File: config.mk
export PLATFORM = sky130hd
export DESIGN_NAME = spr_responder
export DESIGN_NICKNAME = d
export VERILOG_FILES = /design/src/design/spr_stat_count.v /design/src/design/spr_responder.v
export VERILOG_INCLUDE_DIRS = /design/src /design/src/design
export SDC_FILE = /design/constraint.sdc
export NUM_CORES = 1
export LEC_CHECK = 0
export ABC_AREA = 1
export BUFFER_PORTS_ARGS = -buffer_cell sky130_fd_sc_hd__buf_2
export CAP_MARGIN = 10
export CORE_AREA = 5 5 676 678
export CTS_CLUSTER_SIZE = 14
export DETAILED_ROUTE_END_ITERATION = 8
export DIE_AREA = 0 0 681 683
export GPL_ROUTABILITY_DRIVEN = 0
export PLACE_DENSITY = 0.3
export SLEW_MARGIN = 0
export SYNTH_ARGS = -nofsm -noshare
export SYNTH_HDL_FRONTEND = slang
export SYNTH_SLANG_ARGS = --single-unit
File: constraint.sdc
create_clock -name clock -period 6.3 [get_ports clock]
set_clock_uncertainty 0.1 [all_clocks]
set_input_delay 0.945 -clock clock [delete_from_list [all_inputs] [get_ports clock]]
set_output_delay 0.945 -clock clock [all_outputs]
set_load 0.005 [all_outputs]
File: src/design/spr_regs.vh
// How it works
// - Report MAC and VLAN filter counts separately.
// - Eight-bit MAC filter enable flags, reserved zero.
// - Sixteen-bit VLAN tag enable flags, reserved zero.
// - Config bit 0 shows broadcast filter enable.
// - Config bits 1,2 show channel and transmit enable.
// - Config bit 3 global multicast filter; rest zero.
// - Link settings returned as full 32-bit word.
// - Broadcast filter settings returned as 32 bits.
// - Up to eight six-byte MAC filter values returned.
// - Up to fifteen 16-bit VLAN tag values returned.
// - Valid statistics request answered with 0x98 while clock_en is high.
// - Counters aggregate host and pass-through traffic.
// - Every statistics counter is optional.
// - Unimplemented counters read as all ones.
// - Parameters show last configured value, unsupported zero.
// - MAC values packed: unicast, multicast, mixed order.
`ifndef SPR_REGS_VH
`define SPR_REGS_VH

`define SPR_CMD_GET_PARAMS   8'h17
`define SPR_CMD_GET_STATS    8'h18
`define SPR_RSP_GET_PARAMS   8'h97
`define SPR_RSP_GET_STATS    8'h98
`define SPR_CFG_BCAST_BIT    0
`define SPR_CFG_CHAN_BIT     1
`define SPR_CFG_TX_BIT       2
`define SPR_CFG_MCAST_BIT    3
`define SPR_CFG_USED_BITS    4
`define SPR_CNT_ABSENT       32'hFFFFFFFF
`define SPR_MAX_MAC          8
`define SPR_MAX_TAG          15

`endif

File: src/design/spr_stat_count.v
`timescale 1ns/1ps
// ----------------------------------------------------------------------
// One statistics counter, summing two traffic sources
// ----------------------------------------------------------------------
module spr_stat_count #(
	parameter PRESENT = 1
) (
	// Clock and reset
	input  wire        clock,
	input  wire        rst,
	input  wire        clock_en,
	// Increments from host and pass-through traffic
	input  wire [15:0] host_inc,
	input  wire [15:0] pass_inc,
	// Running total
	output wire [31:0] count
);
	`include "spr_regs.vh"

	reg  [31:0] total;

	always @(posedge clock) begin
		if (rst) begin
			total <= 32'h00000000;
		end else if (clock_en) begin
			total <= total + {16'h0000, host_inc} + {16'h0000, pass_inc};
		end
	end

	// An absent counter must not read as zero, which would look like idle.
	assign count = (PRESENT != 0) ? total : `SPR_CNT_ABSENT;
endmodule // spr_stat_count

File: src/design/spr_responder.v
`timescale 1ns/1ps
// ----------------------------------------------------------------------
// Parameter and statistics responder
// ----------------------------------------------------------------------
module spr_responder #(
	parameter UC_COUNT  = 2,
	parameter MC_COUNT  = 2,
	parameter MX_COUNT  = 2,
	parameter TAG_COUNT = 4,
	parameter NUM_STATS = 4,
	parameter [NUM_STATS-1:0] STAT_PRESENT = 4'h7
) (
	// Clock, reset and enable
	input  wire                      clock,
	input  wire                      rst,
	input  wire                      clock_en,
	// Command from the packet parser
	input  wire                      cmd_valid,
	input  wire [7:0]                cmd_type,
	input  wire                      cmd_chk_err,
	input  wire                      cmd_id_err,
	// Live configuration from the controller
	input  wire [7:0]                addr_filter_enable_bits,
	input  wire [15:0]               tag_filter_enable_bits,
	input  wire [31:0]               link_settings,
	input  wire [31:0]               bcast_settings,
	input  wire                      bcast_filter_on,
	input  wire                      channel_on,
	input  wire                      tx_on,
	input  wire                      mcast_filter_on,
	input  wire [8*48-1:0]           mac_values,
	input  wire [15*16-1:0]          tag_values,
	// Traffic increments, one 16-bit lane per counter
	input  wire [NUM_STATS*16-1:0]   host_inc,
	input  wire [NUM_STATS*16-1:0]   pass_inc,
	// Response
	output reg                       rsp_valid,
	output reg  [7:0]                rsp_type,
	output reg  [7:0]                rsp_mac_count,
	output reg  [7:0]                rsp_tag_count,
	output reg  [7:0]                rsp_mac_flags,
	output reg  [15:0]               rsp_tag_flags,
	output reg  [31:0]               rsp_link,
	output reg  [31:0]               rsp_bcast,
	output reg  [31:0]               rsp_cfg_flags,
	output reg  [8*48-1:0]           rsp_macs,
	output reg  [15*16-1:0]          rsp_tags,
	output reg  [NUM_STATS*32-1:0]   rsp_stats
);
	`include "spr_regs.vh"

	localparam MAC_TOTAL = UC_COUNT + MC_COUNT + MX_COUNT;

	// ------------------------------------------------------------------
	// Supported-entry masks
	// ------------------------------------------------------------------
	// Bits beyond the supported filters read zero, as unsupported values.
	wire [7:0]        mac_mask;
	wire [15:0]       tag_mask;
	wire [8*48-1:0]   mac_vmask;
	wire [15*16-1:0]  tag_vmask;
	wire [NUM_STATS*32-1:0] stat_bus;

	genvar gi;
	generate
		for (gi = 0; gi < 8; gi = gi + 1) begin : g_mac
			assign mac_mask[gi] = (gi < MAC_TOTAL) ? 1'b1 : 1'b0;
			assign mac_vmask[gi*48 +: 48] = {48{mac_mask[gi]}};
		end
		for (gi = 0; gi < 16; gi = gi + 1) begin : g_tag
			assign tag_mask[gi] = (gi < TAG_COUNT) ? 1'b1 : 1'b0;
		end
		for (gi = 0; gi < 15; gi = gi + 1) begin : g_tagv
			assign tag_vmask[gi*16 +: 16] = {16{tag_mask[gi]}};
		end
		for (gi = 0; gi < NUM_STATS; gi = gi + 1) begin : g_stat
			spr_stat_count #(
				.PRESENT (STAT_PRESENT[gi])
			) u_cnt (
				.clock    (clock),
				.rst      (rst),
				.clock_en (clock_en),
				.host_inc (host_inc[gi*16 +: 16]),
				.pass_inc (pass_inc[gi*16 +: 16]),
				.count    (stat_bus[gi*32 +: 32])
			);
		end
	endgenerate

	// ------------------------------------------------------------------
	// Command decode
	// ------------------------------------------------------------------
	// Packets with checksum or identifier errors are dropped silently.
	wire cmd_ok     = cmd_valid && !cmd_chk_err && !cmd_id_err;
	wire get_params = cmd_ok && (cmd_type == `SPR_CMD_GET_PARAMS);
	wire get_stats  = cmd_ok && (cmd_type == `SPR_CMD_GET_STATS);

	// ------------------------------------------------------------------
	// Command kind
	// ------------------------------------------------------------------
	// A single type field feeds both decodes, so at most one is ever true;
	// the order below only fixes the encoding.
	localparam [1:0] KIND_NONE   = 2'b00;
	localparam [1:0] KIND_PARAMS = 2'b01;
	localparam [1:0] KIND_STATS  = 2'b10;

	reg  [1:0] cmd_kind;

	always @* begin
		if (get_params) begin
			cmd_kind = KIND_PARAMS;
		end else if (get_stats) begin
			cmd_kind = KIND_STATS;
		end else begin
			cmd_kind = KIND_NONE;
		end
	end

	// ------------------------------------------------------------------
	// Configuration flags word
	// ------------------------------------------------------------------
	// Reserved bits stay zero so a host never sees stale junk in them.
	reg  [31:0] cfg_word;

	always @* begin
		cfg_word                     = 32'h00000000;
		cfg_word[`SPR_CFG_BCAST_BIT] = bcast_filter_on;
		cfg_word[`SPR_CFG_CHAN_BIT]  = channel_on;
		cfg_word[`SPR_CFG_TX_BIT]    = tx_on;
		cfg_word[`SPR_CFG_MCAST_BIT] = mcast_filter_on;
	end

	// ------------------------------------------------------------------
	// Next response
	// ------------------------------------------------------------------
	// Every field is computed from the same cycle's inputs and loads on
	// the same edge, so no response mixes values from either side of a
	// configuration change.
	reg                     next_rsp_valid;
	reg  [7:0]              next_rsp_type;
	reg  [7:0]              next_rsp_mac_count;
	reg  [7:0]              next_rsp_tag_count;
	reg  [7:0]              next_rsp_mac_flags;
	reg  [15:0]             next_rsp_tag_flags;
	reg  [31:0]             next_rsp_link;
	reg  [31:0]             next_rsp_bcast;
	reg  [31:0]             next_rsp_cfg_flags;
	reg  [8*48-1:0]         next_rsp_macs;
	reg  [15*16-1:0]        next_rsp_tags;
	reg  [NUM_STATS*32-1:0] next_rsp_stats;

	// Fields hold between responses; a refused command leaves them alone.
	always @* begin
		next_rsp_valid     = 1'b0;
		next_rsp_type      = rsp_type;
		next_rsp_mac_count = rsp_mac_count;
		next_rsp_tag_count = rsp_tag_count;
		next_rsp_mac_flags = rsp_mac_flags;
		next_rsp_tag_flags = rsp_tag_flags;
		next_rsp_link      = rsp_link;
		next_rsp_bcast     = rsp_bcast;
		next_rsp_cfg_flags = rsp_cfg_flags;
		next_rsp_macs      = rsp_macs;
		next_rsp_tags      = rsp_tags;
		next_rsp_stats     = rsp_stats;
		case (cmd_kind)
			KIND_PARAMS: begin
				next_rsp_valid     = 1'b1;
				next_rsp_type      = `SPR_RSP_GET_PARAMS;
				next_rsp_mac_count = MAC_TOTAL[7:0];
				next_rsp_tag_count = TAG_COUNT[7:0];
				next_rsp_mac_flags = addr_filter_enable_bits & mac_mask;
				next_rsp_tag_flags = tag_filter_enable_bits & tag_mask;
				next_rsp_link      = link_settings;
				next_rsp_bcast     = bcast_settings;
				next_rsp_cfg_flags = cfg_word;
				// Input slots already run unicast, multicast, mixed.
				next_rsp_macs      = mac_values & mac_vmask;
				next_rsp_tags      = tag_values & tag_vmask;
			end
			KIND_STATS: begin
				next_rsp_valid     = 1'b1;
				next_rsp_type      = `SPR_RSP_GET_STATS;
				next_rsp_stats     = stat_bus;
			end
			default: begin
				next_rsp_valid     = 1'b0;
			end
		endcase
	end

	// ------------------------------------------------------------------
	// Response registers
	// ------------------------------------------------------------------
	// A low clock enable freezes the whole response, the pulse included.
	always @(posedge clock) begin
		if (rst) begin
			rsp_valid     <= 1'b0;
			rsp_type      <= 8'h00;
			rsp_mac_count <= 8'h00;
			rsp_tag_count <= 8'h00;
			rsp_mac_flags <= 8'h00;
			rsp_tag_flags <= 16'h0000;
			rsp_link      <= 32'h00000000;
			rsp_bcast     <= 32'h00000000;
			rsp_cfg_flags <= 32'h00000000;
			rsp_macs      <= {8*48{1'b0}};
			rsp_tags      <= {15*16{1'b0}};
			rsp_stats     <= {NUM_STATS*32{1'b0}};
		end else if (clock_en) begin
			rsp_valid     <= next_rsp_valid;
			rsp_type      <= next_rsp_type;
			rsp_mac_count <= next_rsp_mac_count;
			rsp_tag_count <= next_rsp_tag_count;
			rsp_mac_flags <= next_rsp_mac_flags;
			rsp_tag_flags <= next_rsp_tag_flags;
			rsp_link      <= next_rsp_link;
			rsp_bcast     <= next_rsp_bcast;
			rsp_cfg_flags <= next_rsp_cfg_flags;
			rsp_macs      <= next_rsp_macs;
			rsp_tags      <= next_rsp_tags;
			rsp_stats     <= next_rsp_stats;
		end
	end
endmodule // spr_responder

==> results_dict.tcl, run 1 <==
set metrics [dict create \
    status "finished clean" \
    cts_hold_buf 0 \
    synth_top_family_by_area "simple AND/OR/NAND/NOR gates" \
    fmax_mhz 323.3 \
    synth-seq-area-share 0.4197 \
    syn_inst 4106 \
    yosysTopAreaCell "dfxtp_1" \
    synth_cell_types 33 \
    cts_tree "yes" \
    ios 1755 \
    crit_path_max_fanout 4 \
    die_w_um 681 \
    cts.sinks 628 \
    synth-edff-count 0 \
    synth_adder_area_share 0.05413 \
    synth_commonest_cells "nor2_1 (1113), dfxtp_1 (628), o21ai_0 (489), nand2_1 (456), buf_4 (370)" \
    crit_family "simple AND/OR/NAND/NOR gates" \
    die_area_sq_mm 0.4651 \
    critPathKind "reg -> reg" \
    htreeDepth 3 \
    critPathArrivalTime_ns 3.67 \
    cts_max_path_buffers 4 \
    drv_slew 0 \
    maxCapViolations 0 \
    end_kind "register" \
    drc 0 \
    track_usage 0.08931 \
    final_nets 6084 \
    synth_area_leaders "dfxtp_1 (42%), nor2_1 (14%), buf_4 (9.3%)" \
    wl_um 219900 \
    syn_area_sq_mm 0.02996 \
    cpPeakStageDelay_ns 0.54 \
    dr.pass1.iters 7 \
    synth_xor_area_frac 0.006140 \
    critical_path_required_ns 6.88 \
    clk_latency_ns 0.78 \
    synth_top_area_share 0.4197 \
    hpwl_um 182700 \
    synth_most_common_cell "nor2_1" \
    drive_gt1_frac 0.2556 \
    antenna_found_initial 93 \
    clock_tree.root_cell "clkbuf_16" \
    clkTransAtPathRegs_ns 0.08 \
    port-buffer-count 1107 \
    synth-compound-area-share 0.1251 \
    grt_max_degree 150 \
    grt_pass1_vias 28726 \
    setup_viol 0 \
    async_flop_share 0 \
    synth_ff_type "dfxtp_1" \
    peakVddDrop_mv 0.1928 \
    postCtsSetupRepairBufs 0 \
    whs_ns 0.2619 \
    yosysWarnings 0 \
    final_cells 11201 \
    via_count 29332 \
    tightest_slew_ns 1.240 \
    synth_mux_area_frac 0 \
    grt_pass1_wl_um 279100 \
    die_h_um 683 \
    rows 247 \
    avgViaCountPerCell 2.619 \
    startpoint_type "register" \
    pwr_density_cell_mw_per_mm2 273.5 \
    start_util 0.06649 \
    yosys.area_share.simple 0.2272 \
    syn-mean-instance-area_sq_um 7.296 \
    rsz0062_at_grt "false" \
    holdPathStages 3 \
    drt_iter0_drc 1364 \
    cts_resized 0 \
    core_area_sq_mm 0.4506 \
    p_leak_uw 0.01913 \
    hp-class "in -> reg" \
    numPlacedInstances 11001 \
    areaGrowthSynthToFinish_pct 47.62 \
    grt_overflow 0 \
    antenna_left 0 \
    ff2ff_path_depth 10 \
    path_depth 10 \
    synth.ff_latch_count 628 \
    finalHoldViolations 0 \
    numCtsBuffers 100 \
    slew_headroom 0.1646 \
    detail_route.wl_per_cell_um 19.63 \
    cp_slowest_cell "dfxtp_1" \
    min_period_ns 3.093 \
    path_cells "fa_1 > fa_1 > nand3_1 > nand3_1 > nand2_1 > nand2_1 > nand2_1 > nand3_1 > a21oi_1 > nor2_1" \
    finalSetupTns_ns 0 \
    p_total_uw 12100 \
    min_period_over_period 0.4910 \
    critical_path_buf_inv_count 0 \
]
==> cells in the final DEF (no fill, tap or decap), types with 12 or more instances in the layout <==
cell          n
fa_1         51
o21ai_1      88
nand3_1     122
a21oi_1     174
o21ai_0     487
dfxtp_1     628
nand2_1     456
clkbuf_8     18
xor2_1       21
nor2_1     1113
clkbuf_1     17
inv_1       301
clkbuf_16   102
nor3_1       22
ha_1         48
buf_2      1105
diode_2      25
conb_1      329
buf_4        43
clkinv_2     12
==> cell type report <==
cell class / count / area [sq um]
antenna: 25 / 62.56
clock inverter: 38 / 435.4
sequential: 628 / 12570
timing repair buffer: 1158 / 6053
inverter: 303 / 1146
tap: 5976 / 7477
clock buffer: 137 / 2864
fill: 53182 / 406400
multi-input combinational: 2936 / 13610
==> worst paths after layout <==
path	from	endpoint	slack (ns)
max reg2reg	g_stat[2].u_cnt.count[2]	g_stat[2].u_cnt.count[23]	3.21
max	g_stat[2].u_cnt.count[2]	g_stat[2].u_cnt.count[23]	3.21
min reg2reg	rsp_macs[89]	rsp_macs[89]	0.37
min	tx_on	rsp_cfg_flags[2]	0.26
==> per-layer routing <==
| metal | up-vias | part of all wire | track usage | routed length [um] |
|---|---|---|---|---|
| met2 | 956 | 0.51 | 0.1630 | 112300 |
| met1 | 13686 | 0.39 | 0.1010 | 86270 |
| met4 | 56 | 0.025 | 0.02125 | 5553 |
| li1 | 14355 | - | - | - |
| met5 | - | 0.0015 | 0 | 335 |
| met3 | 279 | 0.070 | 0.02698 | 15390 |
==> registers in the layout (all words and copies together) (netlist names) <==
signal and cells:
rsp_tag_flags 4, g_stat.u_cnt.count 96, rsp_tag_count 1, rsp_stats 97, rsp_mac_flags 6, rsp_link 32, rsp_tags 64, rsp_valid 1
rsp_type 3, rsp_bcast 32, rsp_cfg_flags 4, rsp_macs 288
==> cells by family (layout without fill, tap and decap cells) <==
kind of cell    Yosys count  in the layout
fa+ha+maj                99             99
xor+xnor                 21             21
flops                   628            628
buf+inv                 870           1636
compound gates          749            749
simple gates           1738           1738
other cells               1            354
==> worst reg2reg max path, stage by stage (launching register included) <==
cell     delay (ns)
dfxtp_1        0.54
fa_1           0.53
fa_1           0.51
nand3_1        0.10
nand3_1        0.28
nand2_1        0.14
nand2_1        0.20
nand2_1        0.12
nand3_1        0.22
a21oi_1        0.20
nor2_1         0.06
==> where the power goes <==
group          internal [uW]  switching, uW  leakage [uW]
sequential              4050           58.8       0.00507
combinational            691           1460        0.0125
clock                   3450           2380       0.00160
total                   8190           3910        0.0191
==> per-stage QoR <==
stage               setup WS [ns]  utilization  instance area [sq um]
global route                2.892      0.09803                  44170
global placement            2.172      0.09068                  40860
CTS                         3.093      0.09801                  44160
floorplan                   3.292            -                  31190
detailed placement          2.227      0.09068                  40860
finish                      3.207      0.09815                  44220
Power figures use the tool's default switching activity.
==> run 2: changes to the inputs <==
==> constraint.sdc (replaced) <==
create_clock -name clock -period 2.9 [get_ports clock]
set_clock_uncertainty 0.1 [all_clocks]
set_input_delay 0.435 -clock clock [delete_from_list [all_inputs] [get_ports clock]]
set_output_delay 0.435 -clock clock [all_outputs]
set_load 0.005 [all_outputs]
==> run 2 against run 1 <==
Worst hold slack worse by 0.17 ns. Clock power is 120% higher. Routed wire length is 1.4% higher. Via count is 7.6% higher. Combinational power grew to 2.7 times the previous value. Non-clock buffer count is 620 higher. Largest power group unchanged. Count of clock-buffer cells in the layout is 2 higher. Highest routed layer unchanged. Worst setup slack worse by 3.0 ns. Critical endpoint unchanged. Power is 130% higher.
==> results_dict.tcl, run 2 (same netlist as run 1, synthesis figures left out) <==
set metrics [dict create \
    status "finished clean" \
    wl_um 223000 \
    htreeDepth 3 \
    stdcell_area_sq_mm 0.05031 \
    dr.pass1.iters 5 \
    largest-register "rsp_macs" \
    track_usage 0.09094 \
    clkTransAtPathRegs_ns 0.06 \
    end_kind "register" \
    clock_tree.root_cell "clkbuf_16" \
    peakVddDrop_mv 0.3835 \
    drv_slew 0 \
    die_area_sq_mm 0.4651 \
    startpoint_type "register" \
    intPower_uw 18960 \
    drive_gt1_frac 0.2609 \
    finalHoldViolations 0 \
    min_period_ns 2.718 \
    hpwl_um 188500 \
    grt_overflow 0 \
    crit_top_cell "nand2_1" \
    slew_headroom 0.3959 \
    final_nets 6707 \
    hp-class "in -> reg" \
    critPathArrivalTime_ns 3.29 \
    grt_max_degree 84 \
    setup_viol 0 \
    power.share.sequential 0.322 \
    drc 0 \
    setup_slack_ns 0.1821 \
    core_area_sq_mm 0.4506 \
    fmax_mhz 367.9 \
    critPathKind "reg -> reg" \
    switching_power_uw 8699 \
    dp_slack_ns -0.07434 \
    rsz0062_at_grt "false" \
    min_period_over_period 0.9372 \
    critical_path_buf_inv_count 0 \
    maxCapViolations 0 \
    placed_area_sq_mm 0.04246 \
    antenna_found_initial 76 \
    numCtsBuffers 103 \
    cts_max_path_buffers 4 \
    critical_path_required_ns 3.47 \
    clockPowerShare 0.470 \
    ios 1755 \
    cts_tree "yes" \
    grt_pass1_vias 31539 \
    tightest_slew_ns 0.9061 \
    areaGrowthSynthToFinish_pct 67.94 \
    via_count 31571 \
    avgViaCountPerCell 2.671 \
    clk_latency_ns 0.84 \
    die_h_um 683 \
    combPwrFrac 0.207 \
    finalSetupTns_ns 0 \
    crit_path_max_fanout 4 \
    detail_route.wl_per_cell_um 18.86 \
    pwr_density_cell_mw_per_mm2 549.7 \
    drt_iter0_drc 1294 \
    fin_util 0.1117 \
    cp_slowest_cell "fa_1" \
    p_leak_uw 0.02199 \
    rows 247 \
    path_cells "fa_1 > ha_1 > fa_1 > nand3_1 > nand3_2 > nand2_1 > nand2_1 > nand2_1 > nand3_1 > a21oi_1 > nor2_1" \
    port-buffer-count 1107 \
    crit_family "adder cells" \
    cpPeakStageDelay_ns 0.43 \
    cts.sinks 628 \
    grt_pass1_wl_um 288200 \
    die_w_um 681 \
    largest_reg_flops 288 \
    final_common_cell "nor2_1" \
    switching_share 0.3145 \
    antenna_left 0 \
    start_util 0.06649 \
    layout_common_cells "nor2_1 (1113), buf_2 (1105), dfxtp_1 (628)" \
]
[run 2: cell count changes in the layout (fill, tap and decap cells not counted), moves of 2 or more]
| cell | previous run | this run |
|---|---|---|
| dlygate4sd3_1 | 0 | 435 |
| bufinv_16 | 7 | 10 |
| clkinv_4 | 5 | 3 |
| clkbuf_16 | 102 | 104 |
| buf_4 | 43 | 211 |
| diode_2 | 25 | 19 |
| nand3_1 | 122 | 120 |
| nand3_2 | 1 | 3 |
| buf_12 | 10 | 27 |
[run 2: worst paths after layout]
check / startpoint / endpoint / slack, ns / cells past startpoint
setup / recovery: g_stat[2].u_cnt.count[1] / g_stat[2].u_cnt.count[23] / 0.18 / 11
hold reg to reg: rsp_macs[179] / rsp_macs[179] / 0.37 / 2
hold / removal: pass_inc[0] / g_stat[0].u_cnt.count[0] / 0.09 / 4
setup reg to reg: g_stat[2].u_cnt.count[1] / g_stat[2].u_cnt.count[23] / 0.18 / 11
[run 2: layout make-up]
class | instances | area (sq um)
diodes | 19 | 47.55
clock buffers | 139 | 2904
clock inverters | 41 | 531.8
fillers | 52750 | 400300
inverters | 303 | 1146
multi-input cells | 2936 | 13620
flip-flops and latches | 628 | 12570
well taps | 5976 | 7477
repair buffers | 1778 | 12010
[run 2: worst register-to-register path, delay by kind of cell, from the launching register on]
kind,cells,cell delay (ns)
adders and majority gates,3,1.11
and+or+nand+nor,7,0.82
DFF,1,0.38
AOI/OAI and AO/OA,1,0.18
[run 2: power by group through the flow]
stage	sequential (uW)	clock [uW]	combinational, uW
floorplan	9060	0	3170
global placement	9110	0	5300
detailed placement	9100	0	5270
CTS	8920	13800	5870
global route	8930	14000	6520
finish	8920	13000	5740
[run 2: what timing repair did]
action                                  CTS  global route
gates resized for setup                   0             3
endpoints found under the hold margin   424             0
endpoints found under the setup margin    0             5
hold buffers                            435             0
setup buffers                             0             0
[run 2: metrics by stage]
step | cells | hold WS (ns) | total power (uW)
4_1_cts | 11801 | 0.00005473 | 28580
3_3_place_gp | 11186 | 0.3590 | 14410
2_1_floorplan | 4434 | 0.3477 | 12230
5_1_grt | 11808 | 0.04460 | 29470
3_5_place_dp | 11186 | 0.3656 | 14370
6_report | 11820 | 0.08798 | 27660
[run 2: layer usage]
layer,vias up,GRT usage,routed length (um)
met4,22,0.02709,7317
met2,1013,0.1626,111200
met3,276,0.02211,13370
met1,14655,0.1067,90960
met5,-,0,133
li1,15605,-,-
